<file path="config.mk">
export PLATFORM = sky130hd
export DESIGN_NAME = vdst_timing
export DESIGN_NICKNAME = d
export VERILOG_FILES = /design/src/hdl/vdst_pkg.sv /design/src/hdl/vdst_sync_edge.sv /design/src/hdl/vdst_timing.sv
export SDC_FILE = /design/constraint.sdc
export NUM_CORES = 1
export LEC_CHECK = 0
export BUFFER_PORTS_ARGS = -buffer_cell sky130_fd_sc_hd__buf_2
export CAP_MARGIN = 40
export CORE_MARGIN = 2
export CORE_UTILIZATION = 63
export DETAILED_ROUTE_END_ITERATION = 8
export HOLD_SLACK_MARGIN = 0.02
export PLACE_DENSITY = 0.86
export SLEW_MARGIN = 0
export SYNTH_ARGS = -nofsm -noshare
export SYNTH_HDL_FRONTEND = slang
export SYNTH_SLANG_ARGS = --single-unit
</file>
<file path="constraint.sdc">
create_clock -name clk_sys_in -period 13.2 [get_ports clk_sys_in]
set_input_delay 0.66 -clock clk_sys_in [delete_from_list [all_inputs] [get_ports clk_sys_in]]
set_output_delay 0.66 -clock clk_sys_in [all_outputs]
set_load 0.05 [all_outputs]
</file>
<file path="src/hdl/vdst_pkg.sv">
// Operation
// - In BT.656 and Y/C modes during field 1 a luma fill request is raised only while the luma FIFO has at least the field 1 threshold of double words free.
// - In BT.656 and Y/C modes during field 1 a chroma fill request is raised only while that chroma FIFO has at least half the field 1 threshold free.
// - In raw mode during field 1 a fill request is raised only while the single FIFO has at least the field 1 threshold free.
// - Reserved bits of the threshold and sync registers read as zero and ignore writes.
// - Horizontal sync goes active when the pixel counter equals the programmed assert pixel.
// - Horizontal sync goes inactive when the pixel counter equals the programmed release pixel, unless that is also the assert pixel.
// - In field 1 vertical sync goes active when line and pixel counters equal the assert line and pixel.
// - In field 1 vertical sync goes inactive when line and pixel counters equal the release line and pixel, unless those equal the assert line and pixel.
// - The chroma threshold is half the programmed threshold, rounded up when it is odd.
// - During field 2 the field 2 threshold replaces the field 1 threshold.
// - In raw mode the pixel counter advances once every N output clocks, N being the step divider with 0 meaning 16.
package vdst_pkg;

    localparam int ADDR_W = 8;
    localparam int DATA_W = 32;
    localparam int POS_W = 12;
    localparam int THR_W = 10;
    localparam int STEP_W = 4;

    // register byte offsets
    localparam logic [7:0] OFF_THRESHOLD = 8'h00;
    localparam logic [7:0] OFF_HSYNC = 8'h04;
    localparam logic [7:0] OFF_VSYNC_START = 8'h08;
    localparam logic [7:0] OFF_VSYNC_END = 8'h0c;
    localparam logic [7:0] OFF_CONTROL = 8'h10;
    localparam logic [7:0] OFF_GEOMETRY = 8'h14;
    localparam logic [7:0] OFF_STATUS = 8'h18;

    // field positions
    localparam int THR1_LSB = 0;
    localparam int STEP_LSB = 12;
    localparam int THR2_LSB = 16;
    localparam int LO_LSB = 0;
    localparam int HI_LSB = 16;
    localparam int CTL_EN_BIT = 0;
    localparam int CTL_MODE_LSB = 1;
    localparam int ST_HSYNC_BIT = 28;
    localparam int ST_VSYNC_BIT = 29;
    localparam int ST_FIELD2_BIT = 30;

    // reset values
    localparam logic [STEP_W-1:0] STEP_RESET = 4'h1;
    localparam logic [THR_W-1:0] THR_RESET = 10'h000;
    localparam logic [POS_W-1:0] POS_RESET = 12'h000;

    typedef enum logic [1:0] {
        VDST_MODE_BT656,
        VDST_MODE_YC,
        VDST_MODE_RAW,
        VDST_MODE_OFF
    } vdst_mode_e;

    // host register port
    typedef struct packed {
        logic [ADDR_W-1:0] addr;
        logic [DATA_W-1:0] wdata;
        logic wr;
        logic rd;
    } vdst_bus_s;

    // free space of the display FIFOs, double words
    typedef struct packed {
        logic [THR_W:0] luma;
        logic [THR_W:0] cb;
        logic [THR_W:0] cr;
    } vdst_space_s;

    typedef struct packed {
        logic luma;
        logic cb;
        logic cr;
    } vdst_fill_s;

endpackage

</file>
<file path="src/hdl/vdst_sync_edge.sv">
`timescale 1ns/10ps
// set/clear level generator for one sync output
module vdst_sync_edge (
    // clock and reset
    input wire logic clk_sys_in,
    input wire logic rst_in,
    // control
    input wire logic run_in,
    input wire logic set_in,
    input wire logic clear_in,
    // level
    output logic level_out
);

    typedef struct packed {
        logic level;
    } vdst_edge_s;

    vdst_edge_s state_ff;
    vdst_edge_s nxt_state;

    // set wins when both positions coincide, so equal programming gives a
    // steady active level instead of a pulse that never shows
    always_comb begin
        nxt_state = state_ff;
        if (!run_in) begin
            nxt_state.level = 1'b0;
        end else if (set_in) begin
            nxt_state.level = 1'b1;
        end else if (clear_in) begin
            nxt_state.level = 1'b0;
        end
    end

    always_ff @(posedge clk_sys_in or posedge rst_in) begin
        if (rst_in) begin
            state_ff <= '0;
        end else begin
            state_ff <= nxt_state;
        end
    end

    assign level_out = state_ff.level;

endmodule

</file>
<file path="src/hdl/vdst_timing.sv">
// The address-and-strobe port and the register addresses were decided locally.
`timescale 1ns/10ps
module vdst_timing #(
    parameter int POS_W = vdst_pkg::POS_W,
    parameter int THR_W = vdst_pkg::THR_W
) (
    // clock and reset
    input wire logic clk_sys_in,
    input wire logic rst_in,
    // host register port
    input wire vdst_pkg::vdst_bus_s bus_in,
    output logic [vdst_pkg::DATA_W-1:0] rdata_out,
    // display FIFO side, same clock
    input wire vdst_pkg::vdst_space_s space_in,
    input wire logic field2_in,
    output vdst_pkg::vdst_fill_s fill_req_out,
    // display sync outputs
    output logic hsync_out,
    output logic vsync_out,
    // counter view
    output logic [POS_W-1:0] frame_pixel_counter_out,
    output logic [POS_W-1:0] frame_line_counter_out
);

    // ----------------------------------------------------------------
    // elaboration checks
    // ----------------------------------------------------------------
    if (POS_W != vdst_pkg::POS_W || THR_W != vdst_pkg::THR_W) begin : g_bad_width
        $error("register field widths are fixed by the register layout");
    end

    // ----------------------------------------------------------------
    // state
    // ----------------------------------------------------------------
    typedef struct packed {
        logic [THR_W-1:0] field1_fifo_threshold;
        logic [THR_W-1:0] field2_fifo_threshold;
        logic [3:0] pixel_step_divider;
        logic [POS_W-1:0] hsync_assert_pixel;
        logic [POS_W-1:0] hsync_release_pixel;
        logic [POS_W-1:0] f1_vsync_assert_line;
        logic [POS_W-1:0] f1_vsync_assert_pixel;
        logic [POS_W-1:0] f1_vsync_release_line;
        logic [POS_W-1:0] f1_vsync_release_pixel;
        logic run;
        vdst_pkg::vdst_mode_e mode;
        logic [POS_W-1:0] line_last_pixel;
        logic [POS_W-1:0] frame_last_line;
        logic [POS_W-1:0] frame_pixel_counter;
        logic [POS_W-1:0] frame_line_counter;
        logic [4:0] step_count;
        vdst_pkg::vdst_fill_s fill;
        logic [vdst_pkg::DATA_W-1:0] rdata;
    } vdst_state_s;

    vdst_state_s state_ff;
    vdst_state_s nxt_state;

    logic hsync_level;
    logic vsync_level;

    // ----------------------------------------------------------------
    // helpers
    // ----------------------------------------------------------------
    // half a threshold, rounded up to a whole double word
    function automatic logic [THR_W-1:0] half_up(input logic [THR_W-1:0] thr);
        logic [THR_W-1:0] half;
        half = {1'b0, thr[THR_W-1:1]};
        return half + {{(THR_W-1){1'b0}}, thr[0]};
    endfunction

    // step divider value 0 stands for 16
    function automatic logic [4:0] step_len(input logic [3:0] setting);
        return (setting == 4'h0) ? 5'h10 : {1'b0, setting};
    endfunction

    function automatic logic [vdst_pkg::DATA_W-1:0] pack_pair(
        input logic [POS_W-1:0] hi,
        input logic [POS_W-1:0] lo
    );
        logic [vdst_pkg::DATA_W-1:0] word;
        word = '0;
        word[vdst_pkg::HI_LSB +: POS_W] = hi;
        word[vdst_pkg::LO_LSB +: POS_W] = lo;
        return word;
    endfunction

    // ----------------------------------------------------------------
    // derived terms
    // ----------------------------------------------------------------
    logic [THR_W-1:0] luma_thr;
    logic [THR_W-1:0] chroma_thr;
    logic yc_like;
    logic raw_mode;
    logic pixel_step;
    logic line_end;
    logic hs_set;
    logic hs_clear;
    logic vs_set;
    logic vs_clear;

    always_comb begin
        // field 2 evaluates free space against its own threshold
        luma_thr = field2_in ? state_ff.field2_fifo_threshold
                             : state_ff.field1_fifo_threshold;
        chroma_thr = half_up(luma_thr);
        yc_like = (state_ff.mode == vdst_pkg::VDST_MODE_BT656)
                || (state_ff.mode == vdst_pkg::VDST_MODE_YC);
        raw_mode = (state_ff.mode == vdst_pkg::VDST_MODE_RAW);
        // raw mode steps once every divider count of output clocks
        pixel_step = state_ff.run && (!raw_mode
            || (state_ff.step_count == step_len(state_ff.pixel_step_divider) - 5'h01));
        line_end = (state_ff.frame_pixel_counter == state_ff.line_last_pixel);
        hs_set = (state_ff.frame_pixel_counter == state_ff.hsync_assert_pixel);
        hs_clear = (state_ff.frame_pixel_counter == state_ff.hsync_release_pixel);
        vs_set = !field2_in
            && (state_ff.frame_line_counter == state_ff.f1_vsync_assert_line)
            && (state_ff.frame_pixel_counter == state_ff.f1_vsync_assert_pixel);
        vs_clear = !field2_in
            && (state_ff.frame_line_counter == state_ff.f1_vsync_release_line)
            && (state_ff.frame_pixel_counter == state_ff.f1_vsync_release_pixel);
    end

    // ----------------------------------------------------------------
    // next state
    // ----------------------------------------------------------------
    always_comb begin
        nxt_state = state_ff;

        // register writes keep only defined fields; reserved bits drop
        if (bus_in.wr) begin
            unique case (bus_in.addr)
                vdst_pkg::OFF_THRESHOLD: begin
                    nxt_state.field1_fifo_threshold =
                        bus_in.wdata[vdst_pkg::THR1_LSB +: THR_W];
                    nxt_state.pixel_step_divider =
                        bus_in.wdata[vdst_pkg::STEP_LSB +: vdst_pkg::STEP_W];
                    nxt_state.field2_fifo_threshold =
                        bus_in.wdata[vdst_pkg::THR2_LSB +: THR_W];
                end
                vdst_pkg::OFF_HSYNC: begin
                    nxt_state.hsync_assert_pixel = bus_in.wdata[vdst_pkg::LO_LSB +: POS_W];
                    nxt_state.hsync_release_pixel = bus_in.wdata[vdst_pkg::HI_LSB +: POS_W];
                end
                vdst_pkg::OFF_VSYNC_START: begin
                    nxt_state.f1_vsync_assert_pixel = bus_in.wdata[vdst_pkg::LO_LSB +: POS_W];
                    nxt_state.f1_vsync_assert_line = bus_in.wdata[vdst_pkg::HI_LSB +: POS_W];
                end
                vdst_pkg::OFF_VSYNC_END: begin
                    nxt_state.f1_vsync_release_pixel = bus_in.wdata[vdst_pkg::LO_LSB +: POS_W];
                    nxt_state.f1_vsync_release_line = bus_in.wdata[vdst_pkg::HI_LSB +: POS_W];
                end
                vdst_pkg::OFF_CONTROL: begin
                    nxt_state.run = bus_in.wdata[vdst_pkg::CTL_EN_BIT];
                    nxt_state.mode = vdst_pkg::vdst_mode_e'(bus_in.wdata[vdst_pkg::CTL_MODE_LSB +: 2]);
                end
                vdst_pkg::OFF_GEOMETRY: begin
                    nxt_state.line_last_pixel = bus_in.wdata[vdst_pkg::LO_LSB +: POS_W];
                    nxt_state.frame_last_line = bus_in.wdata[vdst_pkg::HI_LSB +: POS_W];
                end
                default: begin
                end
            endcase
        end

        // read data stand for exactly the cycle after the strobe
        nxt_state.rdata = '0;
        if (bus_in.rd) begin
            unique case (bus_in.addr)
                vdst_pkg::OFF_THRESHOLD: begin
                    nxt_state.rdata[vdst_pkg::THR1_LSB +: THR_W] =
                        state_ff.field1_fifo_threshold;
                    nxt_state.rdata[vdst_pkg::STEP_LSB +: vdst_pkg::STEP_W] =
                        state_ff.pixel_step_divider;
                    nxt_state.rdata[vdst_pkg::THR2_LSB +: THR_W] =
                        state_ff.field2_fifo_threshold;
                end
                vdst_pkg::OFF_HSYNC: begin
                    nxt_state.rdata = pack_pair(state_ff.hsync_release_pixel,
                        state_ff.hsync_assert_pixel);
                end
                vdst_pkg::OFF_VSYNC_START: begin
                    nxt_state.rdata = pack_pair(state_ff.f1_vsync_assert_line,
                        state_ff.f1_vsync_assert_pixel);
                end
                vdst_pkg::OFF_VSYNC_END: begin
                    nxt_state.rdata = pack_pair(state_ff.f1_vsync_release_line,
                        state_ff.f1_vsync_release_pixel);
                end
                vdst_pkg::OFF_CONTROL: begin
                    nxt_state.rdata[vdst_pkg::CTL_EN_BIT] = state_ff.run;
                    nxt_state.rdata[vdst_pkg::CTL_MODE_LSB +: 2] = state_ff.mode;
                end
                vdst_pkg::OFF_GEOMETRY: begin
                    nxt_state.rdata = pack_pair(state_ff.frame_last_line,
                        state_ff.line_last_pixel);
                end
                vdst_pkg::OFF_STATUS: begin
                    nxt_state.rdata = pack_pair(state_ff.frame_line_counter,
                        state_ff.frame_pixel_counter);
                    nxt_state.rdata[vdst_pkg::ST_HSYNC_BIT] = hsync_level;
                    nxt_state.rdata[vdst_pkg::ST_VSYNC_BIT] = vsync_level;
                    nxt_state.rdata[vdst_pkg::ST_FIELD2_BIT] = field2_in;
                end
                default: begin
                end
            endcase
        end

        // frame counters; held at zero while the channel is stopped
        if (!state_ff.run) begin
            nxt_state.frame_pixel_counter = '0;
            nxt_state.frame_line_counter = '0;
            nxt_state.step_count = '0;
        end else begin
            if (raw_mode && !pixel_step) begin
                nxt_state.step_count = state_ff.step_count + 5'h01;
            end else begin
                nxt_state.step_count = '0;
            end
            if (pixel_step) begin
                if (line_end) begin
                    nxt_state.frame_pixel_counter = '0;
                    if (state_ff.frame_line_counter == state_ff.frame_last_line) begin
                        nxt_state.frame_line_counter = '0;
                    end else begin
                        nxt_state.frame_line_counter =
                            state_ff.frame_line_counter + 12'h001;
                    end
                end else begin
                    nxt_state.frame_pixel_counter = state_ff.frame_pixel_counter + 12'h001;
                end
            end
        end

        // fill requests gated by free space against the active threshold
        nxt_state.fill.luma = state_ff.run && (yc_like || raw_mode)
            && (space_in.luma >= {1'b0, luma_thr});
        nxt_state.fill.cb = state_ff.run && yc_like
            && (space_in.cb >= {1'b0, chroma_thr});
        nxt_state.fill.cr = state_ff.run && yc_like
            && (space_in.cr >= {1'b0, chroma_thr});
    end

    always_ff @(posedge clk_sys_in or posedge rst_in) begin
        if (rst_in) begin
            state_ff <= '0;
            state_ff.pixel_step_divider <= vdst_pkg::STEP_RESET;
        end else begin
            state_ff <= nxt_state;
        end
    end

    // ----------------------------------------------------------------
    // sync outputs
    // ----------------------------------------------------------------
    vdst_sync_edge u_hsync (
        .clk_sys_in(clk_sys_in),
        .rst_in(rst_in),
        .run_in(state_ff.run),
        .set_in(hs_set),
        .clear_in(hs_clear),
        .level_out(hsync_level)
    );

    // field 2 compares are not built here; the level just holds in field 2
    vdst_sync_edge u_vsync (
        .clk_sys_in(clk_sys_in),
        .rst_in(rst_in),
        .run_in(state_ff.run),
        .set_in(vs_set),
        .clear_in(vs_clear),
        .level_out(vsync_level)
    );

    assign hsync_out = hsync_level;
    assign vsync_out = vsync_level;
    assign rdata_out = state_ff.rdata;
    assign fill_req_out = state_ff.fill;
    assign frame_pixel_counter_out = state_ff.frame_pixel_counter;
    assign frame_line_counter_out = state_ff.frame_line_counter;

    // ----------------------------------------------------------------
    // checks
    // ----------------------------------------------------------------
    chk_hsync_rise: assert property (
        @(posedge clk_sys_in) disable iff (rst_in)
        state_ff.run && nxt_state.run
        && state_ff.frame_pixel_counter == state_ff.hsync_assert_pixel |=> hsync_out)
        else $error("hsync not raised at assert pixel");

    chk_hsync_fall: assert property (
        @(posedge clk_sys_in) disable iff (rst_in)
        state_ff.frame_pixel_counter == state_ff.hsync_release_pixel
        && state_ff.frame_pixel_counter != state_ff.hsync_assert_pixel |=> !hsync_out)
        else $error("hsync not dropped at release pixel");

    chk_vsync_rise: assert property (
        @(posedge clk_sys_in) disable iff (rst_in)
        state_ff.run && nxt_state.run && !field2_in
        && state_ff.frame_line_counter == state_ff.f1_vsync_assert_line
        && state_ff.frame_pixel_counter == state_ff.f1_vsync_assert_pixel |=> vsync_out)
        else $error("vsync not raised at field 1 assert point");

    chk_vsync_fall: assert property (
        @(posedge clk_sys_in) disable iff (rst_in)
        !field2_in && !vs_set
        && state_ff.frame_line_counter == state_ff.f1_vsync_release_line
        && state_ff.frame_pixel_counter == state_ff.f1_vsync_release_pixel |=> !vsync_out)
        else $error("vsync not dropped at field 1 release point");

    chk_luma_gate: assert property (
        @(posedge clk_sys_in) disable iff (rst_in)
        fill_req_out.luma && !$past(field2_in) |->
        $past(space_in.luma) >= {1'b0, $past(state_ff.field1_fifo_threshold)})
        else $error("luma request with too little free space");

    chk_chroma_half: assert property (
        @(posedge clk_sys_in) disable iff (rst_in)
        fill_req_out.cb && !$past(field2_in) |->
        ({$past(space_in.cb), 1'b0} >= {2'b00, $past(state_ff.field1_fifo_threshold)}))
        else $error("cb request below half threshold");

    chk_raw_single: assert property (
        @(posedge clk_sys_in) disable iff (rst_in)
        state_ff.mode == vdst_pkg::VDST_MODE_RAW ##1
        state_ff.mode == vdst_pkg::VDST_MODE_RAW |-> !fill_req_out.cb && !fill_req_out.cr)
        else $error("chroma request in raw mode");

    chk_reserved_zero: assert property (
        @(posedge clk_sys_in) disable iff (rst_in)
        bus_in.rd && bus_in.addr <= vdst_pkg::OFF_VSYNC_END |=>
        rdata_out[31:28] == 4'h0 && (($past(bus_in.addr) == vdst_pkg::OFF_THRESHOLD)
        ? (rdata_out[27:26] == 2'h0 && rdata_out[11:10] == 2'h0)
        : (rdata_out[15:12] == 4'h0)))
        else $error("reserved bits read nonzero");

    chk_pixel_step: assert property (
        @(posedge clk_sys_in) disable iff (rst_in)
        raw_mode && state_ff.run && $changed(state_ff.frame_pixel_counter)
        && state_ff.frame_pixel_counter != 12'h000 |->
        $past(state_ff.step_count) == step_len(state_ff.pixel_step_divider) - 5'h01)
        else $error("raw pixel counter stepped early");

    chk_line_wrap: assert property (
        @(posedge clk_sys_in) disable iff (rst_in)
        pixel_step && line_end && nxt_state.run && !bus_in.wr |=>
        state_ff.frame_pixel_counter == 12'h000)
        else $error("pixel counter did not restart at line end");

    chk_stopped_quiet: assert property (
        @(posedge clk_sys_in) disable iff (rst_in)
        !state_ff.run |=> !hsync_out && !vsync_out && state_ff.frame_line_counter == 12'h000)
        else $error("sync active while stopped");

endmodule

</file>
* Word-level counts from Yosys, hierarchy flattened
Cells that the tools add are included.
** Operators by class
- Add/subtract/negate cells :: 5
- Multiply operators :: 0
- Divide/modulo/power cells :: 0
- $lt $le $gt $ge :: 3
- Equal/unequal tests :: 21
- Shift operators :: 0
- Multiplexer cells :: 20
- Bitwise logic cells :: 0
- Reduce and logical (&&, ||, !) cells :: 27
** Operator list (count)
- 12-bit equality test :: 8
- 14-bit case mux with 6 select lines :: 1
- 7-bit case mux with 6 select lines :: 1
- 12-bit 2-to-1 mux :: 3
- 11-bit by 10-bit greater-or-equal comparator with 1-bit output :: 3
- 31-bit 2-to-1 mux :: 1
- 29-bit 2-to-1 mux :: 1
- 5-bit case mux with 5 select lines :: 1
- 12-bit by 1-bit adder with 12-bit output (second input constant) :: 2
- 8-bit by 5-bit equality test with 1-bit output (second input constant) :: 3
- 24-bit 2-to-1 mux :: 1
- 3-bit case mux with 7 select lines :: 1
- 8-bit by 4-bit equality test with 1-bit output (second input constant) :: 2
- 2-bit AND reduction :: 7
- 1-bit logical AND :: 11
- 9-bit by 1-bit adder with 10-bit output :: 1
- 10-bit 2-to-1 mux :: 1
- 5-bit 2-to-1 mux :: 2
- 2-bit case mux with 5 select lines :: 1
- 8-bit by 3-bit equality test with 1-bit output (second input constant) :: 1
- 8-bit zero test :: 1
- 1-bit 2-to-1 mux :: 6
- 3-bit by 1-bit != test with 1-bit output (second input constant) :: 2
- 5-bit by 1-bit adder with 5-bit output (second input constant) :: 1
- other kinds (9) :: 14
** Word-level totals
- Flip-flop bits (word level) :: 189
- Latch bits :: 0
- RAM bits :: 0
- Bits in read-only memories :: 0
- Output and inout port bits :: 61
- Memories kept :: 0

* Longest topological paths before layout
Gate-level depths: netlist of run 1.
- Depth in word-level cells :: 10
- Mapped depth :: 15

* Hierarchy
Synthesis of run 1 repeated with hierarchy kept, for this count alone.
** Unflattened totals
- Cells, all modules :: 979
- Area, all modules :: 10859.2 um^2
** Modules (own cells, without submodules)
- vdst_timing :: instances 1, cells each 971, area an instance 10759.1 um^2
- vdst_sync_edge :: instances 2, cells each 4, area an instance 50.0 um^2

* Worst setup path after synthesis of run 1
Ideal clock, no wire load.
- Path type :: input to register
- Start :: input port field2_in
- End :: register state_ff, in the netlist fill_req_out[1]
- Library setup time :: 147 ps
- Arrival time :: 3383 ps
- Data required time :: 13053 ps
- Setup slack :: 9670 ps
- Stages on the path :: 14
- Cells stage by stage :: clkbuf_1 buf_1 mux2_2 ha_1 ha_1 nand2_1 nor3_1 nand2_1 xnor2_1 ha_1 a2111oi_0 nand2_1 o311ai_0 a31oi_1
** RTL lines
- from (decl) :: line vdst_timing.sv:15 : input wire logic field2_in,
- to (signal assigned) :: line vdst_timing.sv:250 : state_ff <= nxt_state;
- to (decl) :: line vdst_timing.sv:56 : vdst_state_s state_ff;

==> results.cfg, run 1 <==
[setup_path]
cp_max_fo = 15
arrival_ns = 3.69
critPathLaunchType = input port
critPathRequiredTime_ns = 13.50
end_kind = flip-flop
crit_type = input port to flip-flop

[synthesis]
synthFlopType = dfrtp_1
synth_area_um2 = 10830
synthCells = 977
yosysUniqueCellTypes = 58
synth_area_leader_cell = dfrtp_1
ys_seq_area_share_pct = 43.46
yosys_warnings = 0
async_flop_share_pct = 100.0
yosys-top-cells-area = dfrtp_1 43%, mux2_2 12%, xnor2_1 5.2%, ha_1 4.3%, buf_4 4.2%
yosysTopAreaCellShare_pct = 43.22
synth_area_per_cell_um2 = 11.08
syn-num-nets = 1092
synth_edf_count = 0
ys_ff_latch = 188

[global_routing]
antenna_found_initial = 1
grt_util_met3_pct = 6.381
grt_pass1_vias = 7909
grt_usage_pct = 31.78
busiest_layer = met2
grt_remaining_overflow = 0
grt_use_met2_pct = 51.07
grt_max_degree = 116
grtUsageMet1_pct = 42.88
grt_pass1_wl_mm = 43.72

[cts]
clkTransAtPathRegs_ns = 0.07
clk_latency_ns = 0.45
postCtsHoldBufs = 0
cts_resized = 0
post_cts_buffers = 0
cts_tree = built
numCtsBuffers = 17
clock-sinks = 188
clock-root-buffer = clkbuf_16
h-tree-depth = 4
clockBufferDepth = 2

[routing]
drt_pass1_iterations = 7
routedWlPerCell_um = 22.38
postRouteAntennaNets = 0
num_vias = 7993
routed_via_density = 6.379
first_iter_violations = 899
drc = 0
routed_wl_mm = 28.04

[sta]
period_minus_slack_ns = 3.391
setup_tns_ns = 0
fin_worst_skew_ns = 0.01121
period_share_pct = 25.69
fmax_mhz = 294.9
hold_violations = 0
slew_headroom_pct = 39.10
finalSetupViolCount = 0
whs_ns = 0.3751
report.final.slew_viol_count = 0
tightest_slew_ns = 0.9105
rsz0062_at_grt = false

[pwr]
powerDensity_nw_per_um2 = 108.0
vdd_drop_max_mv = 0.1107
p_leak_uw = 0.005984

[die]
initial_core_util_pct = 64.83
ios = 139
rows = 47
die_x_um = 135.1
core_area_um2 = 16700
fp.dieArea_um2 = 18250
die_h_um = 135.1

[final_layout]
final_cell_mix = 187 x dfrtp_1, 133 x buf_2, 113 x mux2_2, 64 x xnor2_1, 48 x xor2_1
area_growth_pct = 9.014
drive_above_1_share_pct = 30.88
nNetsFinal = 1135
layout_commonest_cell = dfrtp_1
diodes = 0

[placed_design]
dp_hpwl_mm = 19.76
gp_congestion = 0.9368
port_buffers = 133

[outcome]
status = finished clean

[worst_hold_path]
hold_path_class = input port to asynchronous set/reset pin

[run]
drv_cap = 0
-- Yosys cell counts (all sizes together), types with 2 or more instances --
cell / number
dfrtp: 187
mux2: 133
buf: 79
xnor2: 64
xor2: 48
nor2: 45
clkbuf: 41
ha: 37
a21oi: 31
nand2: 31
mux2i: 29
o21ai: 29
a22oi: 27
and3: 19
inv: 18
nand3: 18
nand4: 15
nor3: 15
a31oi: 12
nor4: 12
a221oi: 11
nand2b: 10
a21o: 9
o31ai: 9
or3: 8
o22a: 4
a211o: 3
a21boi: 3
nor2b: 3
o211ai: 3
or4: 3
a2111oi: 2
o21a: 2
o21ba: 2
o311ai: 2
or2: 2
-- final timing paths --
path | slack [ns] | depth (start not counted) | startpoint | endpoint
setup / recovery | 9.81 | 14 | field2_in | fill_req_out[0]
hold / removal | 0.38 | 2 | rst_in | frame_pixel_counter_out[0]
setup reg to reg | 10.00 | 6 | frame_pixel_counter_out[8] | frame_line_counter_out[6]
hold reg to reg | 0.53 | 1 | state_ff[35] | state_ff[35]
max in group asynchronous | 11.70 | 4 | rst_in | state_ff[38]
min in group clk_sys_in | 0.45 | 2 | bus_in[16] | state_ff[165]
-- registers in the layout, summed over array words and instances (netlist names) --
signal,count
fill_req_out,3
frame_line_counter_out,12
frame_pixel_counter_out,12
rdata_out,31
state_ff,128
u_hsync.level_out,1
u_vsync.level_out,1
-- metal layers --
| metal | wire length [um] | share of wire (%) |
|---|---|---|
| met4 | 863 | 3.1 |
| met2 | 13260 | 47 |
| met5 | 13 | 0.046 |
| met3 | 2446 | 8.7 |
| met1 | 11460 | 41 |
-- where the power goes --
part	leakage, uW	switching [uW]	internal (uW)
logic	0.00309	73.3	56.8
registers	0.00260	22.5	595
clock network	0.000294	232	296
total	0.00598	328	947
-- stage by stage --
stage	utilization, %	instance area [um2]	setup WS [ns]	instances	total power, uW
after floorplan	-	10830	7.428	977	706.5
after global placement	66.62	11130	9.277	1217	747.6
after detailed placement	67.06	11200	9.449	1221	754.9
after CTS	70.67	11800	9.913	1253	1274
after global routing	70.67	11800	9.526	1253	1316
final	70.67	11800	9.809	1253	1275
-- layout make-up --
type,count,area [um2]
inverters,18,75.07
clock inverters,12,136.4
repair buffers,144,792.0
fillers,1188,4898
multi-input cells,651,5351
flip-flops and latches,188,4706
clock buffers,20,466.7
well taps,220,275.3
-- critical path: stages --
cell and delay (ns):
buf_2 0.37, mux2i_1 0.23, inv_1 0.10, ha_1 0.18, ha_1 0.18, nand2_1 0.09, nor3_1 0.26, nand2_1 0.11
xnor2_1 0.24, ha_1 0.29, a2111oi_0 0.67, nand2_1 0.09, o311ai_0 0.14, a31oi_1 0.07
-- cells by family after synthesis --
family | count (synthesis) | share of synthesized area [%]
xor gates and xnor gates | 112 | 9.060
DFF | 188 | 43.46
other | 1 | 0.03464
muxes | 162 | 17.21
adders and majority gates | 37 | 4.276
buffers and inverters | 138 | 7.165
AOI/OAI and AO/OA | 155 | 9.962
and+or+nand+nor | 184 | 8.829
No activity file was read; power rests on OpenSTA's default activity.
==> run 2, diff against run 1 <==
- CORE_UTILIZATION: 63 -> 59
- PLACE_DENSITY: 0.86 -> 0.81
- clock period: 13.2 -> 3.15 ns (I/O delays scaled with it)
==> run 2 against run 1 <==
- final cell count rose by 4.6%
- setup slack worse by 9.6 ns
- largest cell class unchanged
- clock skew down 0.00065 ns
- via count is 1.2% higher
- flip-flop and latch count unchanged
- critical path depth is 2 lower
- non-clock buffer count rose by 49
- core utilization down 2.6 points
- hold slack got worse by 0.34 ns
- sequential share of layout area shrank 1.4 points
- clock-buffer cell count down 1
==> results.cfg, run 2 (same netlist as run 1, synthesis figures left out) <==
[final_layout]
area_growth_pct = 12.90
drive_above_1_share_pct = 32.72
layout_commonest_cell = dfrtp_1
post-route-util_pct = 68.04
diodes = 0
nNetsFinal = 1184
finalNonFillerCells = 1311
top_register = state_ff
postLayoutCellArea_um2 = 12220
largest_reg_flops = 128
final_cell_mix = 187 x dfrtp_1, 133 x buf_2, 113 x mux2_2, 64 x xnor2_1, 48 x xor2_1

[global_routing]
grt_remaining_overflow = 0
grt_pass1_vias = 7996
grt_usage_pct = 30.28
grt_max_degree = 62
grt_pass1_wl_mm = 45.32
antenna_found_initial = 1

[sta]
period_share_pct = 94.46
period_minus_slack_ns = 2.975
fmax_mhz = 336.1
hold_violations = 0
tightest_slew_ns = 0.7632
report.final.slew_viol_count = 0
finalSetupViolCount = 0
worst_slack_ns = 0.1746
fin_worst_skew_ns = 0.01055
slew_headroom_pct = 49.00

[die]
die_h_um = 139.5
rows = 49
core_area_um2 = 17960
ios = 139
die_x_um = 139.5
initial_core_util_pct = 60.27
fp.dieArea_um2 = 19450

[routing]
routed_via_density = 6.170
routedWlPerCell_um = 22.13
drc = 0
routed_wl_mm = 29.01
first_iter_violations = 760
num_vias = 8089
postRouteAntennaNets = 0
drt_pass1_iterations = 5

[setup_path]
slowest_stage = a2111oi_1
crit_type = flip-flop to flip-flop
arrival_ns = 3.27
end_kind = flip-flop
critPathRequiredTime_ns = 3.44
cp_cell_sequence = mux2_2 > ha_1 > ha_1 > nand2_1 > nor3_1 > nand2_1 > xnor2_1 > ha_1 > a2111oi_1 > nand2_1 > o311ai_0 > a31oi_1
cp_max_fo = 3
critPathLaunchType = flip-flop
reg2reg_slack_ns = 0.17
crit_path_max_incr_delay_ns = 0.53

[placed_design]
dpl_cell_area_um2 = 11470
post-place-cells = 1265
port_buffers = 133
post-place-ws_ns = 0.1854
dp_hpwl_mm = 21.09
gp_congestion = 0.9253

[pwr]
powerDensity_nw_per_um2 = 439.8
p_leak_uw = 0.006208
vdd_drop_max_mv = 0.4049

[worst_hold_path]
hold_path_class = input port to flip-flop

[cts]
clockBufferDepth = 2
post_cts_buffers = 0
clk_latency_ns = 0.45
clock-root-buffer = clkbuf_16
clock-sinks = 188
numCtsBuffers = 17
cts_tree = built
clkTransAtPathRegs_ns = 0.07
h-tree-depth = 4

[outcome]
status = finished clean

[run]
drv_cap = 0
==> run 2: final timing paths <==
| kind | from | to | cells past startpoint |
|---|---|---|---|
| hold / removal | bus_in[7] | state_ff[182] | 2 |
| setup / recovery | state_ff[177] | fill_req_out[0] | 12 |
| min in group asynchronous | rst_in | frame_pixel_counter_out[2] | 4 |
| hold reg to reg | state_ff[35] | state_ff[35] | 1 |
| setup reg to reg | state_ff[177] | fill_req_out[0] | 12 |
| max in group asynchronous | rst_in | state_ff[163] | 5 |
==> run 2: final cells by class <==
cell class,count,area [um2]
Clock buffer,19,452.9
Clock inverter,13,158.9
Fill cell,1305,5741
Inverter,18,71.32
Multi-Input combinational cell,651,5346
Sequential cell,188,4706
Tap cell,229,286.5
Timing Repair Buffer,193,1201
==> run 2: through the flow <==
stage                     power (uW)  hold WS, ns   TNS, ns
after floorplan                 2961       0.3052         0
after global placement          3157       0.3641         0
after detailed placement        3180       0.2682         0
after CTS                       5383      0.02093         0
after global routing            5561      0.02784  -0.02015
final                           5376      0.03367         0
==> run 2: power by group <==
group | switching [uW] | total, uW | internal, uW | leakage (uW)
Combinational | 316 | 580 | 265 | 0.00332
Clock | 984 | 2210 | 1230 | 0.000291
Sequential | 90.0 | 2580 | 2490 | 0.00260
==> run 2: timing repair <==
action                                  in CTS  in global routing
gates resized for setup                      0                  1
hold buffers                                14                  0
endpoints found under the hold margin      105                  0
endpoints found under the setup margin       0                  1
==> run 2: critical path: cells and delay by family, from the launching register on <==
family          cells  cell delay [ns]
fa+ha+maj           3             0.66
xor+xnor            1             0.23
flops               1             0.44
mux                 1             0.22
compound gates      3             0.75
simple gates        4             0.56
==> run 2: routing by layer <==
| layer | global-route usage [%] | wire length (um) |
|---|---|---|
| met1 | 40.95 | 12080 |
| met2 | 47.73 | 13660 |
| met3 | 7.777 | 2460 |
| met4 | 10.58 | 813 |
| met5 | 0 | 0 |
==> run 3, diff against run 2 <==
- ABC_AREA: unset -> 1
==> run 3 against run 2 <==
- register-to-register slack improved by 0.15 ns
- clock power about the same
- critical path depth increased by 3
- total power grew 1.3%
==> results.cfg, run 3 <==
[outcome]
status = finished clean

[sta]
report.final.slew_viol_count = 0
tightest_slew_ns = 0.8362
finalSetupViolCount = 0
setup_tns_ns = 0
period_minus_slack_ns = 2.828
rsz0062_at_grt = false
period_share_pct = 89.79
fin_worst_skew_ns = 0.008757
fmax_mhz = 353.6
slew_headroom_pct = 44.06
hold_violations = 0

[cts]
clock-root-buffer = clkbuf_16
numCtsBuffers = 17
clockBufferDepth = 2
post_cts_buffers = 0
clock-sinks = 188
cts_resized = 0
h-tree-depth = 4
clkTransAtPathRegs_ns = 0.07
postCtsHoldBufs = 6
clk_latency_ns = 0.46
cts_tree = built

[die]
ios = 139
core_area_um2 = 19400
die_x_um = 144.4
initial_core_util_pct = 59.93
fp.dieArea_um2 = 20840
rows = 51
die_h_um = 144.4

[setup_path]
end_kind = flip-flop
cp_max_fo = 3
rr_worst_depth = 15
reg2reg_slack_ns = 0.32
crit_type = flip-flop to flip-flop
critPathLaunchType = flip-flop
arrival_ns = 3.17
critPathRequiredTime_ns = 3.49

[global_routing]
grt_pass1_vias = 10217
grt_remaining_overflow = 0
grt_pass1_wl_mm = 54.35
antenna_found_initial = 2
grt_max_degree = 73
grt_usage_pct = 34.61

[synthesis]
yosys-top-cells-area = dfrtp_1 40%, nand2_1 14%, o21ai_0 5.8%, inv_1 5.4%, nand3_1 4.4%
ys_ff_latch = 188
synthFlopType = dfrtp_1
synth_area_um2 = 11630
ys_seq_area_share_pct = 40.48
synth_edf_count = 0
synth_area_per_cell_um2 = 7.400
yosysTopAreaCellShare_pct = 40.25
synthCells = 1571
yosysMostFrequentCell = nand2_1
yosysUniqueCellTypes = 41
synth_area_leader_cell = dfrtp_1
async_flop_share_pct = 100.0
yosys_warnings = 0
synthTopCellsByCount = 432 x nand2_1, 187 x dfrtp_1, 167 x inv_1, 134 x o21ai_0, 129 x nor2_1
syn-num-nets = 1686

[placed_design]
gp_congestion = 0.9919
post-place-cells = 1869
dp_hpwl_mm = 25.08
port_buffers = 133

[routing]
postRouteAntennaNets = 0
drt_pass1_iterations = 8
drc = 0
first_iter_violations = 1329
num_vias = 10826
routed_wl_mm = 34.79
routed_via_density = 5.677
routedWlPerCell_um = 18.24

[final_layout]
final_cell_mix = 432 x nand2_1, 187 x dfrtp_1, 166 x inv_1, 134 x o21ai_0, 133 x buf_2
largest_reg_flops = 128
finalNonFillerCells = 1907
area_growth_pct = 9.330
top_register = state_ff
diodes = 0
layout_commonest_cell = nand2_1
drive_above_1_share_pct = 13.46
nNetsFinal = 1744

[pwr]
p_total_uw = 5447
powerDensity_nw_per_um2 = 428.5
p_leak_uw = 0.006326
vdd_drop_max_mv = 0.3867

[run]
drv_cap = 0

[worst_hold_path]
hold_path_class = input port to flip-flop
whs_path_depth = 3
[run 3: area by class of cell]
class | instances | area, um2
Clock buffer | 17 | 425.4
Clock inverter | 15 | 173.9
Fill cell | 1711 | 6688
Inverter | 173 | 654.4
Multi-Input combinational cell | 1078 | 5409
Sequential cell | 188 | 4706
Tap cell | 265 | 331.6
Timing Repair Buffer | 171 | 1011
[run 3: logic make-up after synthesis]
family	after synthesis	share of synthesized area (%)
compound gates	238	10.67
xor+xnor	75	5.650
fa+ha+maj	37	3.982
buf+inv	305	13.00
flops	188	40.48
other cells	1	0.03225
simple gates	727	26.19
[run 3: critical path, cell delays in order, from the launching register on]
cell and delay (ns):
dfrtp_1 0.34, inv_1 0.06, o21ai_0 0.26, ha_1 0.26, ha_1 0.20, nand2_1 0.09
nor3_2 0.16, nand3_1 0.12, nor2_1 0.13, xor2_1 0.21, ha_1 0.28, a21o_1 0.16
a211oi_1 0.20, nand3_1 0.10, nor2_1 0.09, nor2_1 0.05
[run 3: power by group]
group          internal [uW]  switching (uW)  total [uW]
clock network           1140            1100        2240
registers               2490            81.2        2570
logic                    218             414         632
total                   3850            1600        5450
[run 3: final timing paths]
path | startpoint | to
worst max-delay path | state_ff[177] | fill_req_out[0]
worst min-delay path | bus_in[12] | state_ff[161]
worst max register to register | state_ff[177] | fill_req_out[0]
worst min register to register | state_ff[116] | state_ff[116]
max in group asynchronous | rst_in | state_ff[133]
min in group asynchronous | rst_in | rdata_out[20]
[run 3: metrics by stage]
| step | hold WS (ns) | cell area (um2) | worst slack (ns) | utilization [%] |
|---|---|---|---|---|
| detailed placement | 0.1896 | 12050 | 0.3418 | 62.13 |
| global route | 0.04000 | 12710 | 0.04759 | 65.53 |
| floorplan | 0.2876 | 11630 | 0.5520 | - |
| global placement | 0.1853 | 12020 | 0.4140 | 61.98 |
| CTS | 0.02486 | 12710 | 0.3325 | 65.53 |
| finish | 0.02887 | 12710 | 0.3217 | 65.53 |
[run 3: per-layer routing]
metal	share of wire [%]	track usage [%]
met5	0.043	0
met4	5.2	18.29
met3	11	7.351
met2	43	52.13
met1	40	47.11
